### src/hdl/status_cfg.svh
// constants for the operation status transition filter
`ifndef STATUS_CFG_SVH
`define STATUS_CFG_SVH

// word size and the part of it software may use
`define STATUS_WIDTH 16
`define USABLE_MASK 16'h7fff

// reset values of the two transition masks
`define NTR_RESET 16'h0000
`define PTR_RESET 16'h7fff

// slot count and the width of a slot index
`define SLOT_COUNT 4
`define SLOT_BITS 2

// offset type field inside a slot register
`define OFFSET_ENABLE_BIT 5
`define OFFSET_LO_BIT 6
`define OFFSET_HI_BIT 7
`define NON_OFFSET_MASK 16'hff3f

// cycles from a read command to its answer
`define RSP_LATENCY 1

`endif

### src/hdl/status_pkg.sv
// types shared by the operation status transition filter
`include "status_cfg.svh"

package status_pkg;

  // commands accepted on the command port
  typedef enum logic [2:0] {
    CMD_NONE = 3'b000,
    CMD_NTR_WR = 3'b001,
    CMD_NTR_RD = 3'b010,
    CMD_PTR_WR = 3'b011,
    CMD_PTR_RD = 3'b100,
    CMD_EVT_RD = 3'b101
  } cmd_code_t;

  // two-bit offset type, bit 6 is the low bit
  typedef enum logic [1:0] {
    OFS_EXACT = 2'b00,
    OFS_BELOW = 2'b01,
    OFS_ABOVE = 2'b10,
    OFS_INTERP = 2'b11
  } offset_type_t;

  // one command from the host
  typedef struct packed {
    logic valid;
    cmd_code_t code;
    logic [`SLOT_BITS-1:0] slot;
    logic [`STATUS_WIDTH-1:0] data;
  } cmd_t;

  // one answer to a read command
  typedef struct packed {
    logic valid;
    logic [`STATUS_WIDTH-1:0] data;
  } rsp_t;

endpackage

### src/hdl/operation_status_transition_filter.sv
// operation status transition filter with per-slot event registers
//
// Contract
// - falling edge with mask bit sets event
// - rising edge with mask bit sets event
// - falling mask resets to zero
// - rising mask resets to all fifteen bits
// - falling mask reads back, 0 to 32767
// - rising mask reads back, 0 to 32767
// - offset enable joins bits 6, 7
// - offset type codes 0, 64, 128, 192
// - each slot has own readable event register
`include "status_cfg.svh"

module operation_status_transition_filter import status_pkg::*; (
  input wire logic core_clk,
  input wire logic rst,
  input cmd_t cmd,
  input wire logic [`SLOT_COUNT-1:0][`STATUS_WIDTH-1:0] cond_in,
  output rsp_t rsp,
  output logic [`SLOT_COUNT-1:0][1:0] offset_type,
  output logic [`SLOT_COUNT-1:0] offset_on
);

  // clip a written word to the usable bits
  function automatic logic [`STATUS_WIDTH-1:0] usable(input logic [`STATUS_WIDTH-1:0] v);
    usable = v & `USABLE_MASK;
  endfunction

  logic [`STATUS_WIDTH-1:0] ntr_r;
  logic [`STATUS_WIDTH-1:0] ptr_r;
  rsp_t rsp_r;
  logic [`SLOT_COUNT-1:0][1:0] offset_type_r;
  logic [`SLOT_COUNT-1:0] offset_on_r;
  logic [`SLOT_COUNT-1:0][`STATUS_WIDTH-1:0] slot_event;
  logic [`SLOT_COUNT-1:0] slot_clr;
  logic ntr_wr;
  logic ntr_rd;
  logic ptr_wr;
  logic ptr_rd;
  logic evt_rd;
  logic rd_any;
  logic [`STATUS_WIDTH-1:0] sel_event;
  logic [`STATUS_WIDTH-1:0] rd_data;
  rsp_t rsp_nxt;
  logic [1:0] cond0_type;
  logic cond0_on;

  // command decode
  assign ntr_wr = cmd.valid && (cmd.code == CMD_NTR_WR);
  assign ntr_rd = cmd.valid && (cmd.code == CMD_NTR_RD);
  assign ptr_wr = cmd.valid && (cmd.code == CMD_PTR_WR);
  assign ptr_rd = cmd.valid && (cmd.code == CMD_PTR_RD);
  assign evt_rd = cmd.valid && (cmd.code == CMD_EVT_RD);
  assign rd_any = ntr_rd || ptr_rd || evt_rd;

  assign sel_event = slot_event[cmd.slot];

  // read data, bit 15 always zero
  assign rd_data = ntr_rd ? usable(ntr_r) :
                   ptr_rd ? usable(ptr_r) :
                   evt_rd ? usable(sel_event) : '0;
  assign rsp_nxt = '{valid: rd_any, data: rd_data};

  // falling mask register
  always_ff @(posedge core_clk or posedge rst) begin
    if (rst) begin
      ntr_r <= `NTR_RESET;
    end else if (ntr_wr) begin
      ntr_r <= usable(cmd.data);
    end
  end

  // rising mask register
  always_ff @(posedge core_clk or posedge rst) begin
    if (rst) begin
      ptr_r <= `PTR_RESET;
    end else if (ptr_wr) begin
      ptr_r <= usable(cmd.data);
    end
  end

  // answer register, one cycle after the read
  always_ff @(posedge core_clk or posedge rst) begin
    if (rst) begin
      rsp_r <= '0;
    end else begin
      rsp_r <= rsp_nxt;
    end
  end

  // per-slot trackers; an event read clears only its slot
  for (genvar s = 0; s < `SLOT_COUNT; s++) begin : g_slot
    // clear pulse for the queried slot
    assign slot_clr[s] = evt_rd && (cmd.slot == `SLOT_BITS'(s));

    slot_event_tracker u_tracker (
      .core_clk(core_clk),
      .rst(rst),
      .cond(cond_in[s]),
      .ptr_mask(ptr_r),
      .ntr_mask(ntr_r),
      .clr(slot_clr[s]),
      .event_r(slot_event[s])
    );

    always_ff @(posedge core_clk or posedge rst) begin
      if (rst) begin
        offset_on_r[s] <= 1'b0;
        offset_type_r[s] <= OFS_EXACT;
      end else begin
        offset_on_r[s] <= cond_in[s][`OFFSET_ENABLE_BIT];
        offset_type_r[s] <= cond_in[s][`OFFSET_ENABLE_BIT] ?
          cond_in[s][`OFFSET_HI_BIT:`OFFSET_LO_BIT] : OFS_EXACT;
      end
    end
  end

  // outputs straight from flops
  assign rsp = rsp_r;
  assign offset_type = offset_type_r;
  assign offset_on = offset_on_r;

  // helper wires for the checks below
  assign cond0_type = cond_in[0][`OFFSET_HI_BIT:`OFFSET_LO_BIT];
  assign cond0_on = cond_in[0][`OFFSET_ENABLE_BIT];

  // mask reset values
  a_ntr_reset_zero: assert property (@(posedge core_clk)
    $fell(rst) |-> (ntr_r == 16'h0000))
    else $error("falling mask not zero after reset");

  a_ptr_reset_full: assert property (@(posedge core_clk)
    $fell(rst) |-> (ptr_r == 16'h7fff))
    else $error("rising mask not 32767 after reset");

  // mask readback and write storage
  a_ntr_read_back: assert property (@(posedge core_clk) disable iff (rst)
    ntr_rd |=> (rsp_r.valid && rsp_r.data == $past(ntr_r) && !rsp_r.data[15]))
    else $error("falling mask readback wrong");

  a_ptr_read_back: assert property (@(posedge core_clk) disable iff (rst)
    ptr_rd |=> (rsp_r.valid && rsp_r.data == $past(ptr_r) && !rsp_r.data[15]))
    else $error("rising mask readback wrong");

  a_ptr_write_store: assert property (@(posedge core_clk) disable iff (rst)
    ptr_wr ##1 !ptr_wr |-> ##1 (ptr_r == ($past(cmd.data, 2) & 16'h7fff)))
    else $error("rising mask write not stored");

  a_ntr_write_store: assert property (@(posedge core_clk) disable iff (rst)
    ntr_wr |=> (ntr_r == ($past(cmd.data) & 16'h7fff)))
    else $error("falling mask write not stored");

  // slot event query
  a_event_read_slot: assert property (@(posedge core_clk) disable iff (rst)
    evt_rd |=> (rsp_r.valid && rsp_r.data == $past(sel_event)))
    else $error("slot event readback wrong");

  a_answer_only_read: assert property (@(posedge core_clk) disable iff (rst)
    !rd_any |=> !rsp_r.valid)
    else $error("answer without a read");

  // offset type field on slot 0
  a_offset_type_slot: assert property (@(posedge core_clk) disable iff (rst)
    cond0_on |=> (offset_on_r[0] && offset_type_r[0] == $past(cond0_type)))
    else $error("offset type not decoded");

  a_offset_off_exact: assert property (@(posedge core_clk) disable iff (rst)
    !cond0_on |=> (!offset_on_r[0] && offset_type_r[0] == OFS_EXACT))
    else $error("offset type set while disabled");

  // main scenarios
  c_event_read_nonzero: cover property (@(posedge core_clk) disable iff (rst)
    evt_rd ##1 (rsp_r.data != '0));

  c_interpolated_type: cover property (@(posedge core_clk) disable iff (rst)
    cond0_on && cond0_type == OFS_INTERP);

  c_ntr_write_read: cover property (@(posedge core_clk) disable iff (rst)
    ntr_wr ##1 ntr_rd);

endmodule

### src/hdl/slot_event_tracker.sv
// per-slot edge detection and sticky event register
`include "status_cfg.svh"

module slot_event_tracker import status_pkg::*; (
  input wire logic core_clk,
  input wire logic rst,
  input wire logic [`STATUS_WIDTH-1:0] cond,
  input wire logic [`STATUS_WIDTH-1:0] ptr_mask,
  input wire logic [`STATUS_WIDTH-1:0] ntr_mask,
  input wire logic clr,
  output logic [`STATUS_WIDTH-1:0] event_r
);

  logic [`STATUS_WIDTH-1:0] prev_r;
  logic [`STATUS_WIDTH-1:0] rise_hit;
  logic [`STATUS_WIDTH-1:0] fall_hit;
  logic [`STATUS_WIDTH-1:0] kept;
  logic [`STATUS_WIDTH-1:0] edge_set;
  logic [`STATUS_WIDTH-1:0] event_nxt;
  logic offset_on;

  always_ff @(posedge core_clk or posedge rst) begin
    if (rst) begin
      prev_r <= '0;
    end else begin
      prev_r <= cond;
    end
  end

  assign rise_hit = cond & ~prev_r & ptr_mask;
  assign fall_hit = ~cond & prev_r & ntr_mask;

  // clear loses against a new edge
  assign kept = clr ? '0 : event_r;
  assign edge_set = (kept | rise_hit | fall_hit) & `USABLE_MASK;
  assign offset_on = cond[`OFFSET_ENABLE_BIT];

  // offset bits follow the type field while the offset enable bit is set
  assign event_nxt = offset_on ?
    ((edge_set & `NON_OFFSET_MASK) | (cond & ~`NON_OFFSET_MASK)) : edge_set;

  // sticky event bits
  always_ff @(posedge core_clk or posedge rst) begin
    if (rst) begin
      event_r <= '0;
    end else begin
      event_r <= event_nxt;
    end
  end

  // check edge capture and stickiness
  a_rise_sets_event: assert property (@(posedge core_clk) disable iff (rst)
    (|(rise_hit & `NON_OFFSET_MASK)) |=> (($past(rise_hit) & `NON_OFFSET_MASK & ~event_r) == '0))
    else $error("rising edge did not set its event bit");

  a_fall_sets_event: assert property (@(posedge core_clk) disable iff (rst)
    (|(fall_hit & `NON_OFFSET_MASK)) |=> (($past(fall_hit) & `NON_OFFSET_MASK & ~event_r) == '0))
    else $error("falling edge did not set its event bit");

  a_event_stays_set: assert property (@(posedge core_clk) disable iff (rst)
    !clr |=> (($past(event_r) & `NON_OFFSET_MASK & ~event_r) == '0))
    else $error("event bit dropped without a clear");

  a_masked_edge_quiet: assert property (@(posedge core_clk) disable iff (rst)
    (clr && !offset_on && rise_hit == '0 && fall_hit == '0) |=> (event_r == '0))
    else $error("cleared event register not zero");

endmodule

### config.mk
export PLATFORM = sky130hd
export DESIGN_NAME = operation_status_transition_filter
export DESIGN_NICKNAME = d
export VERILOG_FILES = /design/src/hdl/status_pkg.sv /design/src/hdl/operation_status_transition_filter.sv /design/src/hdl/slot_event_tracker.sv
export VERILOG_INCLUDE_DIRS = /design/src /design/src/hdl
export SDC_FILE = /design/constraint.sdc
export NUM_CORES = 1
export LEC_CHECK = 0
export ABC_AREA = 1
export BUFFER_PORTS_ARGS = -buffer_cell sky130_fd_sc_hd__buf_4
export CAP_MARGIN = 40
export CORE_MARGIN = 4
export CORE_UTILIZATION = 56
export CTS_CLUSTER_DIAMETER = 100
export CTS_CLUSTER_SIZE = 25
export DETAILED_ROUTE_END_ITERATION = 16
export PLACE_DENSITY = 0.79
export SYNTH_ARGS = -nofsm -noshare
export SYNTH_HDL_FRONTEND = slang
export SYNTH_SLANG_ARGS = --single-unit
### constraint.sdc
create_clock -name core_clk -period 7.42 [get_ports core_clk]
set_input_delay 2.226 -clock core_clk [delete_from_list [all_inputs] [get_ports core_clk]]
set_output_delay 2.226 -clock core_clk [all_outputs]
set_load 0.05 [all_outputs]
==> flow_summary_export.csv, run 1 <==
group,metric,value,unit
clock_tree,cts_sinks,174,
clock_tree,clockBufferDepth,2,
synthesis,ys_ff_latch,174,
sta,finalCriticalPeriod,3.678,ns
outcome,status,"completed",
power_and_ir_drop,irDropWorstVdd,0.1897,mV
sta,worstMarginPinSlew,0.7433,ns
route,drc_errors,0,
synthesis,yosysUniqueCellTypes,25,
finish,drive_gt1_share,18.59,%
placement,dp_worst_setup_slack,3.325,ns
synthesis,syn_inst,820,
route,vias,5949,
clock_tree,cts_tree,"done",
route,routed_wl,17920,µm
power_and_ir_drop,leakage,4.581,nW
sta,finClkSkew,0.005826,ns
clock_tree,clk_latency,0.44,ns
synthesis,synth_fp_nets,908,
clock_tree,numCtsBuffers,17,
power_and_ir_drop,p_comb_share,12.9,%
setup_path,cp-start-kind,"input port",
setup_path,path_max_fanout,34,
die,die_area,0.01514,mm²
synthesis,yosysTopAreaCellShare,53.68,%
placement,place.gp.congestion,0.8405,
sta,relSlewSlack,50.28,%
sta,worst_slack,3.742,ns
route,antenna_left,0,
placement,hpwlAfterDp,11450,µm
global_routing,antenna_found_initial,0,
synthesis,yosysWarningCount,0,
clock_tree,cts_setup_buffers,0,
power_and_ir_drop,p_seq_share,48.5,%
global_routing,grt_pass1_wl,28190,µm
route,dr.pass1.iters,5,
clock_tree,cts_hold_buf,0,
finish,nets,1011,
setup_path,worstPathRequired,7.75,ns
global_routing,grt_pass1_vias,5717,
die,die_height,123.0,µm
setup_path,crit_type,"input port to flop",
global_routing,grtUsageTotal,24.73,%
clock_tree,cts-htree-levels,4,
global_routing,overflow,0,
flow_run,drv_cap,0,
sta,finalHoldViolCount,0,
clock_tree,cts_resized,0,
global_routing,grt_max_degree,72,
min_path,hp-class,"flop to flop",
placement,placement.io_buffers,110,
synthesis,synth.area.top_cells,"dfrtp_1 54%, nand2_1 18%, dfstp_2 5.3%",
sta,fin_tns_setup,0,ns
finish,diodes,0,
setup_path,rrSetupSlack,6.28,ns
route,drt_iter0_drc,412,
sta,slew_viol_final,0,
power_and_ir_drop,clock_power_share,38.6,%
power_and_ir_drop,switching_power,0.0006301,W
power_and_ir_drop,p_per_area,262.4,mW/mm²
die,rows,41,
route,route.detailed.wl_per_inst,16.18,µm
synthesis,synth_top_cell_by_area,"dfrtp_1",
synthesis,ys_seq_area_share,59.00,%
sta,rsz0062_at_grt,"false",
synthesis,synth_area,0.007412,mm²
clock_tree,cts.reportedPaths.clkPinSlew,0.06,ns
power_and_ir_drop,fin_total_pwr,0.002350,W
sta,setup-violations-final,0,
clock_tree,clock-root-buffer,"clkbuf_16",
die,initial_utilization,58.03,%
die,core,0.01277,mm²
power_and_ir_drop,internal-power,0.001720,W
die,die-width,123.0,µm
power_and_ir_drop,p_sw_share,26.81,%
min_path,hold_depth,2,
finish,area_growth,20.85,%
setup_path,ff2ff_path_depth,6,
setup_path,crit_arrival,4.01,ns
die,io_pins,117,
sta,max_freq,271.9,MHz
route,vias_per_cell,5.369,
setup_path,crit_path_end_kind,"flop",
synthesis,syn-mean-instance-area,9.039,µm²
sta,fin_crit_sh,49.57,%
-- metal layers --
metal  share of wire [%]  GRT usage, %  vias up  wire (µm)
li1                    -             -     2868          -
met1                  42         32.29     2863       7486
met2                  49         40.31      190       8850
met3                 6.9         5.261       28       1240
met4                 1.9         10.59        0        345
met5                   0             0        -          0
-- critical path, stage by stage --
cell and delay [ns]:
buf_4 0.38, inv_1 0.35, buf_16 0.27, nor2_1 0.17, nand3_4 0.27, nand2_1 0.13, nand2_1 0.06, nand2_1 0.07
nand2_1 0.06
-- sequential cells by signal, summed over array words and instances (netlist names) --
name and cells:
g_slot.u_tracker.prev_r 60, g_slot.u_tracker.event_r 60, ntr_r 15, offset_type 8, ptr_r 15, rsp 16
-- synth_stat cells --
library cell	count
inv_1	56
buf_6	4
o22ai_1	1
o21ai_1	19
nor2_4	1
buf_4	8
nand3b_1	37
inv_2	1
conb_1	1
dfstp_2	15
clkbuf_1	6
nand4_1	15
o211ai_1	41
nor2_8	1
nand2_1	349
nor2_1	16
nor3_4	1
buf_1	2
nand3_4	4
o21ai_0	27
dfrtp_1	159
buf_2	11
nand2_2	2
nand3_1	42
clkbuf_2	1
-- path summary, 6_finish.rpt --
kind,start,end
max,cmd[16],g_slot[1].u_tracker.event_r[6]
min,g_slot[2].u_tracker.event_r[10],g_slot[2].u_tracker.event_r[10]
max reg2reg,ptr_r[7],g_slot[2].u_tracker.event_r[7]
min reg2reg,g_slot[2].u_tracker.event_r[10],g_slot[2].u_tracker.event_r[10]
max in group asynchronous,rst,rsp[8]
min in group asynchronous,rst,g_slot[3].u_tracker.prev_r[2]
-- cells in the final DEF, fill, tap and decap left out, drive strengths merged --
cell,Yosys,layout
o21ai,46,46
clkbuf,7,23
nand2,351,351
clkinv,0,4
nor3,1,1
clkinvlp,0,3
o211ai,41,41
nand3b,37,37
bufinv,0,2
nand3,46,46
dfrtp,159,159
inv,57,57
conb,1,1
buf,25,116
nand4,15,15
dfstp,15,15
nor2,18,18
o22ai,1,1
-- metrics by stage --
step | instances | hold WS, ns | cell area (µm²) | utilization (%)
6_report | 1108 | 0.4870 | 8957 | 70.12
5_1_grt | 1108 | 0.5113 | 8957 | 70.12
4_1_cts | 1108 | 0.4890 | 8957 | 70.12
3_5_place_dp | 1076 | 0.4735 | 8343 | 65.31
3_3_place_gp | 1073 | 0.4674 | 8285 | 64.86
2_1_floorplan | 820 | 0.4524 | 7412 | -
-- final cells by class --
class | count | area (µm²)
timing repair buffer | 116 | 905.9
clock inverter | 9 | 106.4
tap | 172 | 215.2
fill | 962 | 3816
sequential | 174 | 4373
clock buffer | 23 | 508.0
multi-input combinational | 557 | 2630
inverter | 57 | 219.0
-- power groups by stage --
stage	registers [W]	logic, W	clock network, W
finish	0.00114	0.000303	0.000907
CTS	0.00114	0.000306	0.000913
global placement	0.00115	0.000290	0
detailed placement	0.00115	0.000302	0
global route	0.00115	0.000342	0.000955
floorplan	0.00115	0.000177	0
-- cells by family (layout without fill, tap and decap cells) --
family | Yosys count | after routing | share of synthesized area [%]
buffers and inverters | 89 | 205 | 5.520
flip-flops | 174 | 174 | 59.00
other | 1 | 1 | 0.05059
AO/OA/AOI/OAI | 88 | 88 | 7.343
AND/OR/NAND/NOR | 468 | 468 | 28.09
Power figures use the tool's default switching activity.
==> run 2: changes to the inputs <==
--- a/config.mk
+++ b/config.mk
@@ -10,11 +10,11 @@
 export BUFFER_PORTS_ARGS = -buffer_cell sky130_fd_sc_hd__buf_4
 export CAP_MARGIN = 40
 export CORE_MARGIN = 4
-export CORE_UTILIZATION = 56
+export CORE_UTILIZATION = 51
 export CTS_CLUSTER_DIAMETER = 100
 export CTS_CLUSTER_SIZE = 25
 export DETAILED_ROUTE_END_ITERATION = 16
-export PLACE_DENSITY = 0.79
+export PLACE_DENSITY = 0.76
 export SYNTH_ARGS = -nofsm -noshare
 export SYNTH_HDL_FRONTEND = slang
 export SYNTH_SLANG_ARGS = --single-unit
==> constraint.sdc (replaced) <==
create_clock -name core_clk -period 3.1 [get_ports core_clk]
set_input_delay 0.93 -clock core_clk [delete_from_list [all_inputs] [get_ports core_clk]]
set_output_delay 0.93 -clock core_clk [all_outputs]
set_load 0.05 [all_outputs]
==> run 2 against run 1 <==
  * Routed wire length is 0.90% higher
  * Sequential power is 140% higher
  * Combinational power is 140% higher
  * Register-to-register slack worse by 4.3 ns
  * Cell area is 0.13% higher
==> flow_summary_export.csv, run 2 (synthesized netlist as in run 1, its figures left out) <==
group,metric,value,unit
outcome,status,"completed",
route,routed_wl,18080,µm
sta,slew_viol_final,0,
flow_run,drv_cap,0,
sta,finalCriticalPeriod,2.003,ns
die,die_area,0.01653,mm²
die,initial_utilization,52.78,%
die,core,0.01404,mm²
setup_path,crit_arrival,2.31,ns
sta,finalHoldViolCount,0,
die,rows,43,
clock_tree,cts_hold_buf,0,
finish,area_growth,21.00,%
finish,final_common_cell,"nand2_1",
sta,max_freq,499.2,MHz
clock_tree,cts_tree,"done",
sta,finClkSkew,0.008168,ns
route,antenna_left,0,
power_and_ir_drop,leakage,4.587,nW
placement,placement.io_buffers,110,
min_path,hp-class,"flop to flop",
route,dr.pass1.iters,6,
clock_tree,cts.reportedPaths.clkPinSlew,0.06,ns
setup_path,cpLargestDelayFamily,"buffers and inverters",
route,vias,5931,
die,die_height,128.6,µm
clock_tree,cts_setup_buffers,0,
clock_tree,numCtsBuffers,17,
setup_path,cp-start-kind,"input port",
route,vias_per_cell,5.291,
finish,nets,1016,
power_and_ir_drop,irDropWorstVdd,0.4733,mV
clock_tree,cts_sinks,174,
global_routing,grt_max_degree,71,
placement,place.gp.congestion,0.7690,
setup_path,max_stage_delay,0.38,ns
clock_tree,cts_resized,0,
clock_tree,clk_latency,0.43,ns
global_routing,grtUsageTotal,22.74,%
setup_path,crit_type,"input port to flop",
global_routing,overflow,0,
setup_path,crit_path_end_kind,"flop",
setup_path,crit_slowest_cell,"nand2_1",
finish,layout_common_cells,"349 x nand2_1, 159 x dfrtp_1, 119 x buf_4",
sta,rsz0062_at_grt,"false",
placement,hpwlAfterDp,11660,µm
route,drc_errors,0,
finish,n_fill_cell,1152,
sta,fin_crit_sh,64.63,%
power_and_ir_drop,p_per_area,623.8,mW/mm²
global_routing,grt_pass1_vias,5741,
die,die-width,128.6,µm
sta,setup-violations-final,0,
global_routing,antenna_found_initial,0,
finish,drive_gt1_share,18.49,%
die,io_pins,117,
setup_path,worstPathRequired,3.41,ns
setup_path,path_cells,"buf_4, inv_1, nor2_1, nand2_1, buf_4, nand2_1, o21ai_1",
clock_tree,clock-root-buffer,"clkbuf_16",
placement,place_area,0.008379,mm²
route,drt_iter0_drc,461,
clock_tree,clockBufferDepth,2,
finish,final_core_util,63.87,%
setup_path,crit_buf_inv,3,
clock_tree,cts-htree-levels,4,
sta,worstMarginPinSlew,0.5505,ns
finish,diodes,0,
route,route.detailed.wl_per_inst,16.13,µm
power_and_ir_drop,fin_total_pwr,0.005595,W
setup_path,path_max_fanout,17,
sta,relSlewSlack,63.21,%
finish,final_area,0.008969,mm²
global_routing,grt_pass1_wl,28960,µm
run 2: metal layers:
layer,part of all wire (%),vias up,global-route usage (%),wire length [µm]
met5,0,-,0,0
met4,1.9,0,7.659,336
met3,7.6,23,5.687,1371
met2,49,209,36.81,8819
met1,42,2820,30.25,7557
li1,-,2879,-,-
run 2: power by group:
| part | switching (W) | internal, W |
|---|---|---|
| Clock | 0.000836 | 0.00130 |
| Sequential | 0.000206 | 0.00252 |
| Combinational | 0.000436 | 0.000287 |
| Total | 0.00148 | 0.00412 |
run 2: worst paths after layout:
check,startpoint,to,slack (ns),depth (start not counted)
worst max-delay path,cmd[21],ntr_r[1],1.10,7
worst min-delay path,g_slot[2].u_tracker.event_r[2],g_slot[2].u_tracker.event_r[2],0.49,2
worst max register to register,ptr_r[7],g_slot[2].u_tracker.event_r[7],1.99,6
worst min register to register,g_slot[2].u_tracker.event_r[2],g_slot[2].u_tracker.event_r[2],0.49,2
max in group asynchronous,rst,ptr_r[6],1.86,3
min in group asynchronous,rst,g_slot[1].u_tracker.event_r[2],0.51,2
run 2: stage by stage:
stage | hold WS (ns) | TNS (ns) | std cells | setup slack [ns]
final | 0.4862 | 0 | 1121 | 1.097
after global routing | 0.5002 | 0 | 1121 | 0.9455
after CTS | 0.4879 | 0 | 1121 | 1.117
after detailed placement | 0.4737 | 0 | 1089 | 0.6946
after global placement | 0.4700 | 0 | 1089 | 0.7280
after floorplan | 0.4524 | -6.744 | 820 | -0.04242
run 2: worst reg2reg max path: cells and delay by family (launching register included):
| kind | cells | cell delay, ns |
|---|---|---|
| flops | 1 | 0.62 |
| compound gates | 2 | 0.22 |
| simple gates | 3 | 0.17 |
| buf+inv | 1 | 0.05 |
run 2: cell type report:
cell class	count	area, µm²	share of cell area (%)
well taps	180	225.2	2.511
clock buffers	24	471.7	5.259
clock inverters	8	117.6	1.311
inverters	57	217.7	2.427
flip-flops and latches	174	4373	48.76
repair buffers	121	933.4	10.41
multi-input cells	557	2630	29.32
==> run 3: changes to the inputs <==
==> constraint.sdc (replaced) <==
create_clock -name core_clk -period 1.8 [get_ports core_clk]
set_input_delay 0.54 -clock core_clk [delete_from_list [all_inputs] [get_ports core_clk]]
set_output_delay 0.54 -clock core_clk [all_outputs]
set_load 0.05 [all_outputs]
==> run 3 against run 2 <==
  * Clock power up 54%
  * Routed wire length is 0.25% lower
  * Flip-flop and latch count is the same
  * Non-clock buffer count increased by 10
  * Total power rose by 66%
  * Clock-buffer cell count shrank 3
  * Via count increased by 0.83%
  * Global-route usage grew 0.12 points
  * Die area stayed put
  * Worst setup slack got worse by 0.87 ns
  * Sequential power up 73%
  * Critical endpoint is now offset_on[2]
  * Largest power group unchanged
==> flow_summary_export.csv, run 3 (synthesized netlist as in run 1, its figures left out) <==
group,metric,value,unit
finish,layout_common_cells,"349 x nand2_1, 159 x dfrtp_1, 129 x buf_4",
sta,fin_crit_sh,87.43,%
route,routed_wl,18040,µm
clock_tree,cts_resized,0,
setup_path,crit_arrival,1.03,ns
clock_tree,clockBufferDepth,2,
power_and_ir_drop,p_seq_share,50.8,%
sta,hold_slack,0.2301,ns
clock_tree,clk_latency,0.43,ns
power_and_ir_drop,irDropWorstVdd,0.7959,mV
die,die-width,128.6,µm
power_and_ir_drop,p_comb_share,13.5,%
clock_tree,cts_sinks,174,
sta,max_freq,635.4,MHz
sta,slew_viol_final,0,
setup_path,crit_buf_inv,1,
power_and_ir_drop,clock_power_share,35.6,%
power_and_ir_drop,internal-power,0.006673,W
route,drc_errors,0,
clock_tree,cts_hold_buf,0,
route,route.detailed.wl_per_inst,15.95,µm
finish,final_common_cell,"nand2_1",
sta,setup-violations-final,0,
die,io_pins,117,
die,initial_utilization,52.78,%
global_routing,overflow,0,
flow_run,drv_cap,0,
route,antenna_left,0,
setup_path,max_stage_delay,0.41,ns
sta,finalHoldViolCount,0,
setup_path,path_cells,"buf_4",
clock_tree,clock-root-buffer,"clkbuf_16",
finish,drive_gt1_share,19.66,%
die,rows,43,
global_routing,grt_pass1_wl,29160,µm
power_and_ir_drop,p_per_area,1031,mW/mm²
setup_path,crit_slowest_cell,"dfrtp_1",
placement,placement.io_buffers,110,
die,die_area,0.01653,mm²
sta,relSlewSlack,65.90,%
outcome,status,"completed",
route,vias_per_cell,5.287,
die,die_height,128.6,µm
sta,finClkSkew,0.007633,ns
clock_tree,cts-htree-levels,4,
setup_path,path_max_fanout,3,
setup_path,cpLargestDelayFamily,"flip-flops",
finish,diodes,0,
min_path,hp-class,"input port to flop",
power_and_ir_drop,p_sw_share,27.97,%
power_and_ir_drop,switching_power,0.002591,W
die,core,0.01404,mm²
setup_path,crit_type,"flop to output pin",
route,drt_iter0_drc,459,
setup_path,worstPathRequired,1.26,ns
placement,place.gp.congestion,0.8025,
route,dr.pass1.iters,5,
route,vias,5980,
clock_tree,numCtsBuffers,17,
sta,rsz0062_at_grt,"false",
global_routing,grt_max_degree,75,
sta,finalCriticalPeriod,1.574,ns
clock_tree,cts_tree,"done",
finish,nets,1026,
setup_path,cp-start-kind,"flop",
global_routing,grtUsageTotal,22.86,%
setup_path,crit_path_end_kind,"output pin",
sta,worstMarginPinSlew,0.5115,ns
placement,hpwlAfterDp,12260,µm
finish,area_growth,21.22,%
power_and_ir_drop,leakage,4.605,nW
clock_tree,cts_setup_buffers,0,
global_routing,grt_pass1_vias,5876,
global_routing,antenna_found_initial,0,
clock_tree,cts.reportedPaths.clkPinSlew,0.07,ns
sta,fin_tns_setup,0,ns
## run 3: worst paths after layout
path | startpoint | end | slack, ns | cells past startpoint
setup / recovery | g_slot[2].u_tracker.prev_r[5] | offset_on[2] | 0.23 | 1
hold / removal | cond_in[43] | g_slot[2].u_tracker.prev_r[11] | 0.23 | 1
setup reg to reg | ptr_r[7] | g_slot[2].u_tracker.event_r[7] | 0.66 | 6
hold reg to reg | g_slot[2].u_tracker.event_r[1] | g_slot[2].u_tracker.event_r[1] | 0.48 | 2
max in group asynchronous | rst | ptr_r[10] | 1.08 | 3
min in group asynchronous | rst | g_slot[2].u_tracker.prev_r[2] | 0.25 | 3
## run 3: per-stage QoR
step	cell area, µm²	setup slack [ns]	utilization, %	instances	total power, W
after detailed placement	8454	0.01904	60.21	1099	0.006029
after global routing	8985	0.1898	63.98	1131	0.009723
after global placement	8454	0.03579	60.21	1099	0.005979
after CTS	8985	0.2119	63.98	1131	0.009315
after floorplan	7416	-0.9524	-	820	0.005486
final	8985	0.2262	63.98	1131	0.009264
## run 3: layout make-up
| class | count | area (µm²) |
|---|---|---|
| inverters | 57 | 217.7 |
| repair buffers | 131 | 1008 |
| flip-flops and latches | 174 | 4373 |
| multi-input cells | 557 | 2630 |
| clock inverters | 11 | 70.07 |
| clock buffers | 21 | 460.4 |
| fillers | 1182 | 5057 |
| well taps | 180 | 225.2 |
## run 3: per-layer routing
| metal | vias up | track usage [%] | routed length [µm] |
|---|---|---|---|
| li1 | 2895 | - | - |
| met1 | 2865 | 30.06 | 7806 |
| met2 | 198 | 37.60 | 8809 |
| met3 | 22 | 5.729 | 1144 |
| met4 | 0 | 7.227 | 277 |
| met5 | - | 0 | 0 |
## run 3: power groups by stage
stage / sequential [W] / clock [W] / combinational, W
after floorplan: 0.00475 / 0 / 0.000732
after global placement: 0.00476 / 0 / 0.00122
after detailed placement: 0.00477 / 0 / 0.00126
after CTS: 0.00470 / 0.00334 / 0.00127
after global routing: 0.00477 / 0.00353 / 0.00143
final: 0.00471 / 0.00330 / 0.00125
